<file path="src/logic/atcr_pkg.sv">
`default_nettype none
package atcr_pkg;
  // =====================================================
  // Register map
  localparam logic [7:0] TASK_CTRL_OFFSET = 8'h00;
  localparam int ADDR_W = 8;
  localparam int DATA_W = 32;

  // =====================================================
  // Field positions
  localparam int LAUNCH_BIT = 0;
  localparam int FINISHED_BIT = 1;
  localparam int QUIESCENT_BIT = 2;
  localparam int ACCEPT_BIT = 3;
  localparam int RERUN_BIT = 7;

  // =====================================================
  // Constant readback for the free-running protocol
  localparam logic [31:0] FREE_RUN_VALUE = 32'h0000_0006;
  localparam logic [31:0] ZERO_WORD = 32'h0000_0000;

  // =====================================================
  // Task protocols
  typedef enum logic {
    ATCR_PROTO_FREE_RUN,
    ATCR_PROTO_LITE
  } atcr_proto_t;

  // Host register request as one carrier
  typedef struct packed {
    logic wr;
    logic rd;
    logic [7:0] addr;
    logic [31:0] wdata;
    logic [3:0] wstrb;
  } atcr_req_t;

  // Core-side handshake status as one carrier
  typedef struct packed {
    logic finished;
    logic quiescent;
    logic accept;
  } atcr_core_t;
endpackage
`default_nettype wire

</file>
<file path="src/logic/atcr_launch_ctl.sv">
`default_nettype none
module atcr_launch_ctl (
  input wire logic clk_i,                  // Clock
  input wire logic rst_i,                  // Async reset, active high
  input wire logic lite_mode_i,            // High in lite-bus protocol
  input wire logic set_launch_i,           // Host wrote launch one
  input wire logic rerun_i,                // Automatic re-run setting
  input wire logic finish_i,               // Core reports completion
  input wire logic accept_i,               // Core can take a launch
  input wire logic rd_ctrl_i,              // Host read of control word
  output logic launch_o,                   // Launch bit
  output logic finished_o                  // Sticky finished flag
);
  // =====================================================
  // Launch and finished state
  logic launch_r, launch_nxt;
  logic fin_r, fin_nxt;

  // Next-state: set wins over clear on both bits
  always_comb begin
    launch_nxt = launch_r;
    fin_nxt = fin_r;
    if (launch_r && accept_i) begin
      launch_nxt = 1'b0;
    end
    if (set_launch_i) begin
      launch_nxt = 1'b1;
    end
    if (finish_i && rerun_i) begin
      launch_nxt = 1'b1;                   // Re-arm for next task
    end
    if (rd_ctrl_i) begin
      fin_nxt = 1'b0;
    end
    if (finish_i) begin
      fin_nxt = 1'b1;                      // Completion beats the read
    end
    if (!lite_mode_i) begin
      launch_nxt = 1'b0;
      fin_nxt = 1'b0;
    end
  end

  always_ff @(posedge clk_i or posedge rst_i) begin
    if (rst_i) begin
      launch_r <= 1'b0;
      fin_r <= 1'b0;
    end else begin
      launch_r <= launch_nxt;
      fin_r <= fin_nxt;
    end
  end

  assign launch_o = launch_r;
  assign finished_o = fin_r;
endmodule
`default_nettype wire

</file>
<file path="src/logic/atcr_top.sv">
`default_nettype none
// What this block does
// The task-control register sits at byte offset zero.
// In free-running protocol the register reads the constant 0x6 and never changes.
// In free-running protocol the core runs from reset, paced only by its data handshakes.
// Bit 0 is the launch bit, set by the host and cleared by the device on start handshake.
// Bit 1 is a read-only finished flag set on completion and cleared by a host read.
// Bit 2 is a read-only flag showing the core is quiescent.
// Bit 3 is a read-only flag showing the core can accept a launch.
// Bit 7 is a writable re-run setting and all other bits are reserved.
// Control may be reached over a memory-mapped lite register port.
// Arguments map only onto slave register or stream ports, never a master port.
// Each slave-mapped argument has a fixed offset and fixed width.
// The finished flag holds from completion until the first following host read.
// The host launches only while accept reads one, then polls finished.
module atcr_top #(
  parameter atcr_pkg::atcr_proto_t PROTO = atcr_pkg::ATCR_PROTO_LITE
) (
  input wire logic clk_i,                       // 100 MHz clock
  input wire logic rst_i,                       // Async reset, active high
  input wire atcr_pkg::atcr_req_t req_i,        // Host register request
  input wire atcr_pkg::atcr_core_t core_i,      // Core handshake status
  output logic [31:0] rdata_o,                  // Read data, one cycle later
  output logic rvalid_o,                        // Read data valid pulse
  output logic core_start_o,                    // Start to the core
  output logic core_run_o                       // Free-running enable
);
  // =====================================================
  // Decode
  logic lite_mode;
  logic hit;
  logic set_launch;
  logic rd_ctrl;
  logic launch;
  logic finished;
  logic rerun_r, rerun_nxt;
  logic [31:0] rdata_r, rdata_nxt;
  logic rvalid_r, rvalid_nxt;
  logic start_r, start_nxt;
  logic run_r, run_nxt;

  // Only one register; other offsets read zero and ignore writes
  assign lite_mode = (PROTO == atcr_pkg::ATCR_PROTO_LITE);
  // One slave register at a fixed offset and width; no master port exists here
  assign hit = (req_i.addr == atcr_pkg::TASK_CTRL_OFFSET);
  assign rd_ctrl = req_i.rd && hit && lite_mode;
  assign set_launch = req_i.wr && hit && req_i.wstrb[0] && lite_mode
                      && req_i.wdata[atcr_pkg::LAUNCH_BIT];

  // =====================================================
  // Launch and finished bits
  atcr_launch_ctl u_launch (
    .clk_i(clk_i),
    .rst_i(rst_i),
    .lite_mode_i(lite_mode),
    .set_launch_i(set_launch),
    .rerun_i(rerun_r),
    .finish_i(core_i.finished),
    .accept_i(core_i.accept),
    .rd_ctrl_i(rd_ctrl),
    .launch_o(launch),
    .finished_o(finished)
  );

  // =====================================================
  // Re-run setting, read path and core drives
  always_comb begin
    rerun_nxt = rerun_r;
    if (req_i.wr && hit && req_i.wstrb[0] && lite_mode) begin
      rerun_nxt = req_i.wdata[atcr_pkg::RERUN_BIT];
    end
    rdata_nxt = atcr_pkg::ZERO_WORD;
    if (req_i.rd && hit) begin
      if (lite_mode) begin
        // Reserved bits stay zero
        rdata_nxt[atcr_pkg::LAUNCH_BIT] = launch;
        rdata_nxt[atcr_pkg::FINISHED_BIT] = finished;
        rdata_nxt[atcr_pkg::QUIESCENT_BIT] = core_i.quiescent;
        rdata_nxt[atcr_pkg::ACCEPT_BIT] = core_i.accept;
        rdata_nxt[atcr_pkg::RERUN_BIT] = rerun_r;
      end else begin
        rdata_nxt = atcr_pkg::FREE_RUN_VALUE;
      end
    end
    rvalid_nxt = req_i.rd;
    // Start registers the pending or freshly set launch; it drops one cycle after the launch bit clears on accept
    start_nxt = lite_mode && (launch_nxt_view(launch, set_launch));
    run_nxt = !lite_mode;
  end

  // Launch as seen next cycle: pending or freshly set
  function automatic logic launch_nxt_view(input logic cur, input logic set);
    launch_nxt_view = cur || set;
  endfunction

  always_ff @(posedge clk_i or posedge rst_i) begin
    if (rst_i) begin
      rerun_r <= 1'b0;
      rdata_r <= atcr_pkg::ZERO_WORD;
      rvalid_r <= 1'b0;
      start_r <= 1'b0;
      run_r <= 1'b0;
    end else begin
      rerun_r <= rerun_nxt;
      rdata_r <= rdata_nxt;
      rvalid_r <= rvalid_nxt;
      start_r <= start_nxt;
      run_r <= run_nxt;
    end
  end

  assign rdata_o = rdata_r;
  assign rvalid_o = rvalid_r;
  assign core_start_o = start_r;
  assign core_run_o = run_r;
endmodule
`default_nettype wire

</file>
<file path="config.mk">
export PLATFORM = sky130hd
export DESIGN_NAME = atcr_top
export DESIGN_NICKNAME = d
export VERILOG_FILES = /design/src/logic/atcr_pkg.sv /design/src/logic/atcr_launch_ctl.sv /design/src/logic/atcr_top.sv
export SDC_FILE = /design/constraint.sdc
export NUM_CORES = 1
export LEC_CHECK = 0
export BUFFER_PORTS_ARGS = -buffer_cell sky130_fd_sc_hd__buf_2
export CORE_MARGIN = 2
export CORE_UTILIZATION = 32
export DETAILED_ROUTE_END_ITERATION = 8
export MAX_ROUTING_LAYER = met4
export PLACE_DENSITY = 0.95
export RECOVER_POWER = 50
export SLEW_MARGIN = 10
export SYNTH_ARGS = -nofsm -noshare
export SYNTH_HDL_FRONTEND = slang
export SYNTH_SLANG_ARGS = --single-unit
export TNS_END_PERCENT = 100
</file>
<file path="constraint.sdc">
create_clock -name clk_i -period 1.35 [get_ports clk_i]
set_input_delay 0.135 -clock clk_i [delete_from_list [all_inputs] [get_ports clk_i]]
set_output_delay 0.135 -clock clk_i [all_outputs]
set_load 0.02 [all_outputs]
</file>
# Word-level counts from Yosys, hierarchy flattened
# Index checks and enable logic that the tools add are counted.
[totals]
ff_bits = 13
output_inout_bits = 35
word_cells = 22
[op_classes]
mux = 6
n_reduce_logical = 10
[op_table]
columns = ["cell", "count"]
rows = [
  ["8-bit zero test", 1],
  ["8-bit two-way mux", 1],
  ["1-bit logical AND", 6],
  ["1-bit two-way mux", 5],
  ["3-bit nonzero test", 1],
  ["2-bit nonzero test", 1],
  ["1-bit logical OR", 1],
]

# Longest topological paths before layout
# Gate-level depths: netlist (run 1).
[depth]
ltp_word = 6
mapped_depth = 3

# Modules after synthesis
# From an unflattened synthesis (run 1), not the netlist that was laid out.
[hier_totals]
cells_unflattened = 61
hier_area_um2 = 610.6
[modules_own_cells]
columns = ["mod", "n_inst", "cells_per_inst", "area_each_um2"]
rows = [
  ["atcr_top", 1, 53, 521.8],
  ["atcr_launch_ctl", 1, 8, 88.8],
]

# Worst setup path after synthesis (run 1)
# OpenSTA, ideal clock, no wires.
[synth_path]
path_type = "in2reg"
startpoint = "input port req_i[39] (netlist name)"
endpoint = "register rerun_r"
setup_ns = 0.128
arrival_time_ns = 1.187
required_ns = 1.222
setup_slack_ns = 0.036
path_stages = 3
path_buffers = 0
cell_sequence = "or4_4 > nor3_2 > mux2_1"
[synth_between]
elab_chain_len = 3
[synth_lines]
columns = ["element", "line_no", "text"]
rows = [
  ["from (decl)", "atcr_top.sv:21", "input wire atcr_pkg::atcr_req_t req_i,"],
  ["8-bit zero test", "atcr_top.sv:45", "assign hit = (req_i.addr == atcr_pkg::TASK_CTRL_OFFSET);"],
  ["1-bit logical AND (2 in series)", "atcr_top.sv:69", "if (req_i.wr && hit && req_i.wstrb[0] && lite_mode) begin"],
  ["to (signal assigned)", "atcr_top.sv:104", "rerun_r <= rerun_nxt;"],
  ["to (decl)", "atcr_top.sv:36", "logic rerun_r, rerun_nxt;"],
]
# Every way passes these cells.
# A chain may end at the register's enable or synchronous reset.

# Final worst setup path (run 1)
[layout_path]
startpoint = "input port req_i[39] (netlist name)"
endpoint = "register rdata_r[3] (netlist: rdata_o[3])"
[layout_between]
elab_chain_len = 3
[layout_lines]
columns = ["element", "line_no", "text"]
rows = [
  ["8-bit zero test", "atcr_top.sv:45", ""],
  ["1-bit logical AND", "atcr_top.sv:73", "if (req_i.rd && hit) begin"],
  ["8-bit two-way mux", "atcr_top.sv:73", ""],
  ["via rdata_nxt[3]", "atcr_top.sv:37", "logic [31:0] rdata_r, rdata_nxt;"],
  ["to (signal assigned)", "atcr_top.sv:99", "rdata_r <= atcr_pkg::ZERO_WORD;"],
  ["to (signal assigned)", "atcr_top.sv:105", "rdata_r <= rdata_nxt;"],
  ["to (decl)", "atcr_top.sv:37", ""],
]
# The timed path passes the listed nets, and every way through them passes these cells.

==> results of run 1 <==
logic make-up after synthesis:
group,after synthesis
muxes,1
AOI/OAI and AO/OA,3
and+or+nand+nor,13
buffers and inverters,31
other,1
DFF,10
Yosys cell counts, drive strengths merged:
master	n
and3	1
nor2b	1
nor3	2
and2	4
buf	28
or4	2
dfrtp	10
nor4	1
nand2	1
a221o	1
mux2	1
nor2	1
o21bai	1
conb	1
inv	3
a21o	1
power groups by stage:
stage | clock (mW) | sequential [mW] | combinational, mW
after floorplan | 0 | 0.314 | 0.145
after global placement | 0 | 0.311 | 0.117
after global routing | 0.211 | 0.306 | 0.135
final | 0.193 | 0.306 | 0.124
after CTS | 0.196 | 0.306 | 0.124
after detailed placement | 0 | 0.311 | 0.119
timing repair:
item | 4_1_cts | 5_1_grt
hold buffers | 2 | 0
hold endpoints to repair | 11 | 0
gates resized for setup | 0 | 0
final cells by class:
cell class / count / area [µm²]
Tap cell: 25 / 31.3
Clock buffer: 3 / 22.5
Inverter: 3 / 11.3
Timing Repair Buffer: 28 / 151
Multi-Input combinational cell: 45 / 235
Fill cell: 174 / 1040
Sequential cell: 10 / 250
final timing paths:
path | endpoint | from | slack, ns | depth (start not counted)
worst max register to register | u_launch.launch_o | u_launch.launch_o | 0.46 | 2
worst min register to register | core_start_o | u_launch.launch_o | 0.48 | 1
min in group asynchronous | rdata_o[7] | rst_i | 0.37 | 3
worst max-delay path | rdata_o[3] | req_i[39] | 0.19 | 5
max in group asynchronous | rdata_o[0] | rst_i | 0.71 | 3
worst min-delay path | rdata_o[2] | core_i[1] | 0.07 | 2
sequential cells by signal, indices dropped and copies added (netlist names):
register and count:
rdata_o 5, core_start_o 1, rerun_r 1, rvalid_o 1
u_launch.finished_o 1, u_launch.launch_o 1
per-stage QoR:
stage | setup WS [ns] | std cells | total power [mW] | util, % | hold WS, ns
detailed placement | -0.0769 | 109 | 0.430 | 38.0 | 0.120
CTS | 0.194 | 114 | 0.626 | 40.4 | 0.0801
global route | 0.123 | 114 | 0.651 | 40.2 | 0.0915
global placement | -0.0643 | 109 | 0.428 | 38.0 | 0.109
finish | 0.189 | 114 | 0.623 | 40.2 | 0.0736
floorplan | 0.0357 | 86 | 0.459 | - | -0.0248
layer usage:
layer / vias up / global-route usage (%) / routed length [µm]
li1: 193 / - / -
met1: 181 / 6.62 / 307
met2: 34 / 15.4 / 435
met3: 3 / 3.40 / 152
met4: 0 / 6.67 / 25
met5: - / - / 0
==> summary.md, run 1 <==
| Metric | Value |
|---|---|
| Mean post-synth cell area | about 10 µm² |
| Core area | 1750 µm² |
| Xor/xnor cell area share of the yosys netlist | 0% |
| Clock sinks | 10 |
| Yosys top cell area share | approximately two fifths |
| Root Driver | clkbuf_4 |
| Routed wire length | between 900 and 1000 µm |
| Num CTS Buffers | 3 |
| Hold Path Class | input pin to flip-flop |
| WL/cell | ~8 µm |
| Max cap viols | 0 |
| Global-route wire length before repair | around 1200 µm |
| Largest cells by area after synthesis | dfrtp_1 41%, buf_4 35%, and2_1 4.1%, or4_4 3.7%, nor3_2 3.3% |
| Final Skew | approximately 0.0055 ns |
| DR vias | slightly above 400 |
| Share of layout cells above drive strength 1 | about a third |
| Internal power | 0.437 mW |
| Vias in the first global route | around 340 |
| Nature of the critical path endpoint | flip-flop |
| Die footprint | between 2000 and 2500 µm² |
| CTS H-tree depth | 1 |
| Largest family of logic cells by synthesized area | buffers and inverters |
| Pwr dens | roughly 890 nW/µm² |
| Die width | roughly 48 µm |
| Setup bufs post-CTS | 0 |
| Reg power frac | 49.1% |
| Max IR drop VDD | 0.298 mV |
| Largest net degree at the start of global routing | 11 |
| Fmax achieved | 0.861 GHz |
| Starting Density | a little over a third |
| Most common cell after layout, fill and taps aside | conb_1 |
| Iteration-0 DRC Markers | 1 |
| CTS tree | built |
| Final #Nets | approximately 140 |
| Post-DR vias/cell | 3.61 |
| CP delay by family, top | simple AND/OR/NAND/NOR gates |
| Finished Cell Area | approximately 700 µm² |
| Adder-cell share of the synthesized area | 0% |
| Status | finished, final reports clean |
| GPL Wtd Cong | just over 0.8 |
| Compound-Gate Fraction of Synth Area | about 4.1% |
| Clk_lat worst skew | 0.26 ns |
| Crit path max fanout | 5 |
| Simple logic cell fraction of the synthesized area | 15.5% |
| Pins Over Slew Limit | 0 |
| Area Growth Syn to Fin | 15.9% |
| Critical Path Slowest Stage Cell | or4_4 |
| Sequential fraction of the synthesis area | between 40% and 50% |
| Placed Area | between 600 and 700 µm² |
| Crit path cell chain | buf_2, or4_4, buf_4, nor3_2, and2_1 |
| Fin. Hold Viols | 0 |
| Seq cells post-synth | 10 |
| Kind of critical path | input pin to flip-flop |
| Most frequent cells in the layout | 28 x conb_1, 21 x buf_2, 10 x dfrtp_1 |
| Antenna Violating Nets Remaining | 0 |
| Clock tree buffer depth | 2 |
| Synth unique cells | 16 |
| Crit start category | input pin |
| DR DRC count | 0 |
| Leakage | approximately 0.42 nW |
| Mapped Cells | between 50 and 60 |
| Total GRT Usage | between 8 and 9% |
| NetSw | ~0.19 mW |
| Top Ports | 86 |
| Final worst-path cycle share | 86.0% |
| Gate power share | 19.9% |
| # setup viols final | 0 |
| Setup TNS | 0 ns |
| Unrepaired setup endpoints after global routing | false |
| Post-DP HPWL | about 800 µm |
| Yosys top cell by area | dfrtp_1 |
| Mux cell area share after synthesis | around 1.9% |
| Sw frac | about 30% |
| Part of the power in the clock network | between 30 and 40% |
| Port buffer count | 24 |
| Clock transition at path regs | approximately 0.06 ns |
| Crit path arrival time | about 1.4 ns |
| Die Y-Extent | around 48 µm |
| Rows | 15 |
| Remaining global-route overflow | 0 |
| Yosys warning count | 0 |
| Initial antenna violation count | 0 |
| Worst endpoint required time | 1.55 ns |
| Number of diodes | 0 |
| Worst Path Buf+Inv | 2 |
| Detailed-router iteration count before antenna repair | 2 |
| Crit-path max cell delay | ~0.53 ns |
| Post-Syn Area | around 610 µm² |
| Tmin final | 1.16 ns |
Note: power is estimated with default switching activity, not from simulation.
==> inputs of run 2 (changes only) <==
Settings changed: CORE_UTILIZATION 32 to 33, CTS_BUF_LIST set to sky130_fd_sc_hd__clkbuf_2, PLACE_DENSITY 0.95 to 0.87.
==> run 2 against run 1 <==
Register-to-register slack is essentially flat. Fmax grew 0.16%. Sequential power is essentially flat. Die area shrank 2.8%. Routed wire length shrank 3.2%. Clock skew shrank 0.0032 ns. Utilization grew 0.29 points. Worst setup slack gained 0.0018 ns. First-iteration DRC count grew 100%. Via count grew 3.2%. Global-route usage grew 0.064 points. Cell count grew 0.88%. Largest cell class unchanged.
==> summary.md, run 2 (synthesized netlist as in run 1, its figures left out) <==
| Metric | Value |
|---|---|
| Part of the power in the clock network | 28.0% (-3.0 points) |
| Area Growth Syn to Fin | 15.5% |
| Crit path max fanout | 2 (-3) |
| DR vias | 424 (+3.2%) |
| Hold path depth | 2 (unchanged) |
| Leakage | 0.425 nW (+0.70%) |
| GPL Wtd Cong | 0.806 (-2.3%) |
| Vias in the first global route | 370 (+9.1%) |
| Post-DP HPWL | 778 µm (-3.8%) |
| Die width | 46.8 µm (-1.4%) |
| CTS tree | built |
| Crit path arrival time | 1.31 ns (-0.05 ns) |
| R2r worst-path depth | 2 (unchanged) |
| Internal power | 0.398 mW (-8.8%) |
| Global-route wire length before repair | 1280 µm (+5.7%) |
| Utilization after layout | 40.5% (+0.29 points) |
| Share of layout cells above drive strength 1 | 34.4% (+0.74 points) |
| Routed wire length | 891 µm (-3.2%) |
| Pwr dens | 851 nW/µm² (-4.1%) |
| Min-delay src | core_i[1] |
| Fmax achieved | 0.863 GHz (+0.16%) |
| Clk_lat worst skew | 0.26 ns (about the same) |
| Status | finished, final reports clean |
| Die footprint | 2190 µm² (-2.8%) |
| Final Worst Setup Slack | 0.191 ns (+0.00182 ns) |
| DR DRC count | 0 (unchanged) |
| Initial antenna violation count | 0 (unchanged) |
| Most common cell after layout, fill and taps aside | conb_1 |
| Clock transition at path regs | 0.09 ns (+0.03 ns) |
| Starting Density | 35.1% (+0.38 points) |
| Iteration-0 DRC Markers | 2 (+1) |
| Worst Hold Path EP | rdata_o[2] |
| Max IR drop VDD | 0.248 mV (-17%) |
| WL/cell | 7.75 µm (-4.0%) |
| NetSw | 0.197 mW (+5.7%) |
| CP Launch Point | req_i[39] |
| Nature of the critical path endpoint | flip-flop |
| Tmin final | 1.16 ns (-0.00182 ns) |
| Sw frac | 33.1% (+3.2 points) |
| Final Skew | 0.00229 ns (-0.00320 ns) |
| Root Driver | clkbuf_2 |
| Kind of critical path | input pin to flip-flop |
| Max reg flops | 5 (unchanged) |
| Crit-path max cell delay | 0.53 ns (about the same) |
| Most frequent cells in the layout | 28 x conb_1, 22 x buf_2, 10 x dfrtp_1 |
| Hold Path Class | input pin to flip-flop |
| Critical Path Slowest Stage Cell | or4_4 |
| Gate power share | 20.7% (+0.8 points) |
| Clock tree buffer depth | 2 (unchanged) |
| Pins Over Slew Limit | 0 (unchanged) |
| Detailed-router iteration count before antenna repair | 2 (unchanged) |
| Port buffer count | 24 (unchanged) |
| Reg power frac | 51.3% (+2.2 points) |
| Fillers | 185 (+6.3%) |
| Total GRT Usage | 8.60% (+0.064 points) |
| Rows | 15 (unchanged) |
| Final #Nets | 142 (unchanged) |
| DP Worst Slack | -0.0971 ns (-0.0202 ns) |
| R2R Setup Slk | 0.45 ns (about the same) |
| Power, Total | 0.595 mW (-4.4%) |
| Clock sinks | 10 (unchanged) |
| Crit path cell chain | buf_2, or4_4, nor3_2, mux2_1 |
| Worst endpoint required time | 1.50 ns (-0.05 ns) |
| Reg2reg start | u_launch.launch_o |
| Antenna Violating Nets Remaining | 0 (unchanged) |
| Die Y-Extent | 46.8 µm (-1.4%) |
| Num CTS Buffers | 3 (unchanged) |
| Crit start category | input pin |
| Fin. Hold Viols | 0 (unchanged) |
| # setup viols final | 0 (unchanged) |
| CTS H-tree depth | 1 (unchanged) |
| Max cap viols | 0 (unchanged) |
| RR Endpoint | u_launch.launch_o |
| Post-DR vias/cell | 3.69 (+2.3%) |
| Number of diodes | 0 (unchanged) |
| Core area | 1730 µm² (-1.1%) |
| Remaining global-route overflow | 0 (unchanged) |
| Largest net degree at the start of global routing | 11 (unchanged) |
| Unrepaired setup endpoints after global routing | false |
| Top Ports | 86 (unchanged) |
| Final worst-path cycle share | 85.9% (-0.13 points) |
run 2: cell count changes in the layout (fill, tap and decap cells not counted), sizes merged:
cell / before / now
clkbuf: 6 / 5
clkinv: 0 / 1
buf: 23 / 24
run 2: layer usage:
metal  global-route usage, %  wire [µm]  vias to the layer above  share of wire (%)
li1                        -          -                      195                  -
met1                    6.32        286                      192                 32
met2                    17.5        449                       34                 50
met3                    2.31        134                        3                 15
met4                    5.00         21                        0                2.4
met5                       -          0                        -                  0
run 2: final cells by class:
cell class / count / area (µm²) / share of cell area [%]
clock buffer: 3 / 15.0 / 2.15
clock inverter: 1 / 3.75 / 0.537
inverter: 3 / 11.3 / 1.61
multi-input combinational: 45 / 235 / 33.6
sequential: 10 / 250 / 35.8
tap: 25 / 31.3 / 4.47
timing repair buffer: 28 / 153 / 21.8
run 2: worst max-delay path: cells and delay by family:
kind | cells | cell delay [ns]
and+or+nand+nor | 2 | 0.74
buffers and inverters | 1 | 0.10
muxes | 1 | 0.34
run 2: stage by stage:
step	setup TNS (ns)	cells	hold slack (ns)	cell area, µm²
floorplan	0	86	-0.0248	707
global placement	-0.262	109	0.114	663
detailed placement	-0.447	109	0.117	663
CTS	0	115	0.0796	702
global route	0	115	0.0780	699
finish	0	115	0.0733	699
run 2: power groups by stage:
stage	clock network, mW	logic (mW)	registers [mW]
3_5_place_dp	0	0.118	0.311
4_1_cts	0.166	0.123	0.305
5_1_grt	0.186	0.135	0.306
6_report	0.167	0.123	0.305
3_3_place_gp	0	0.117	0.311
2_1_floorplan	0	0.145	0.314
run 2: worst max path at each step:
| stage | endpoint | slack (ns) | cells after the start |
|---|---|---|---|
| finish | rerun_r | 0.19 | 4 |
| global route | rdata_o[3] | 0.15 | 5 |
| CTS | rerun_r | 0.17 | 4 |
| detailed placement | rerun_r | -0.1 | 4 |
| global placement | rerun_r | -0.05 | 4 |
| floorplan | rerun_r | 0.04 | 3 |
run 2: timing repair:
item	in CTS	in global routing
hold endpoints to repair	11	0
setup buffers	0	0
resized for setup	0	0
hold buffers	2	0
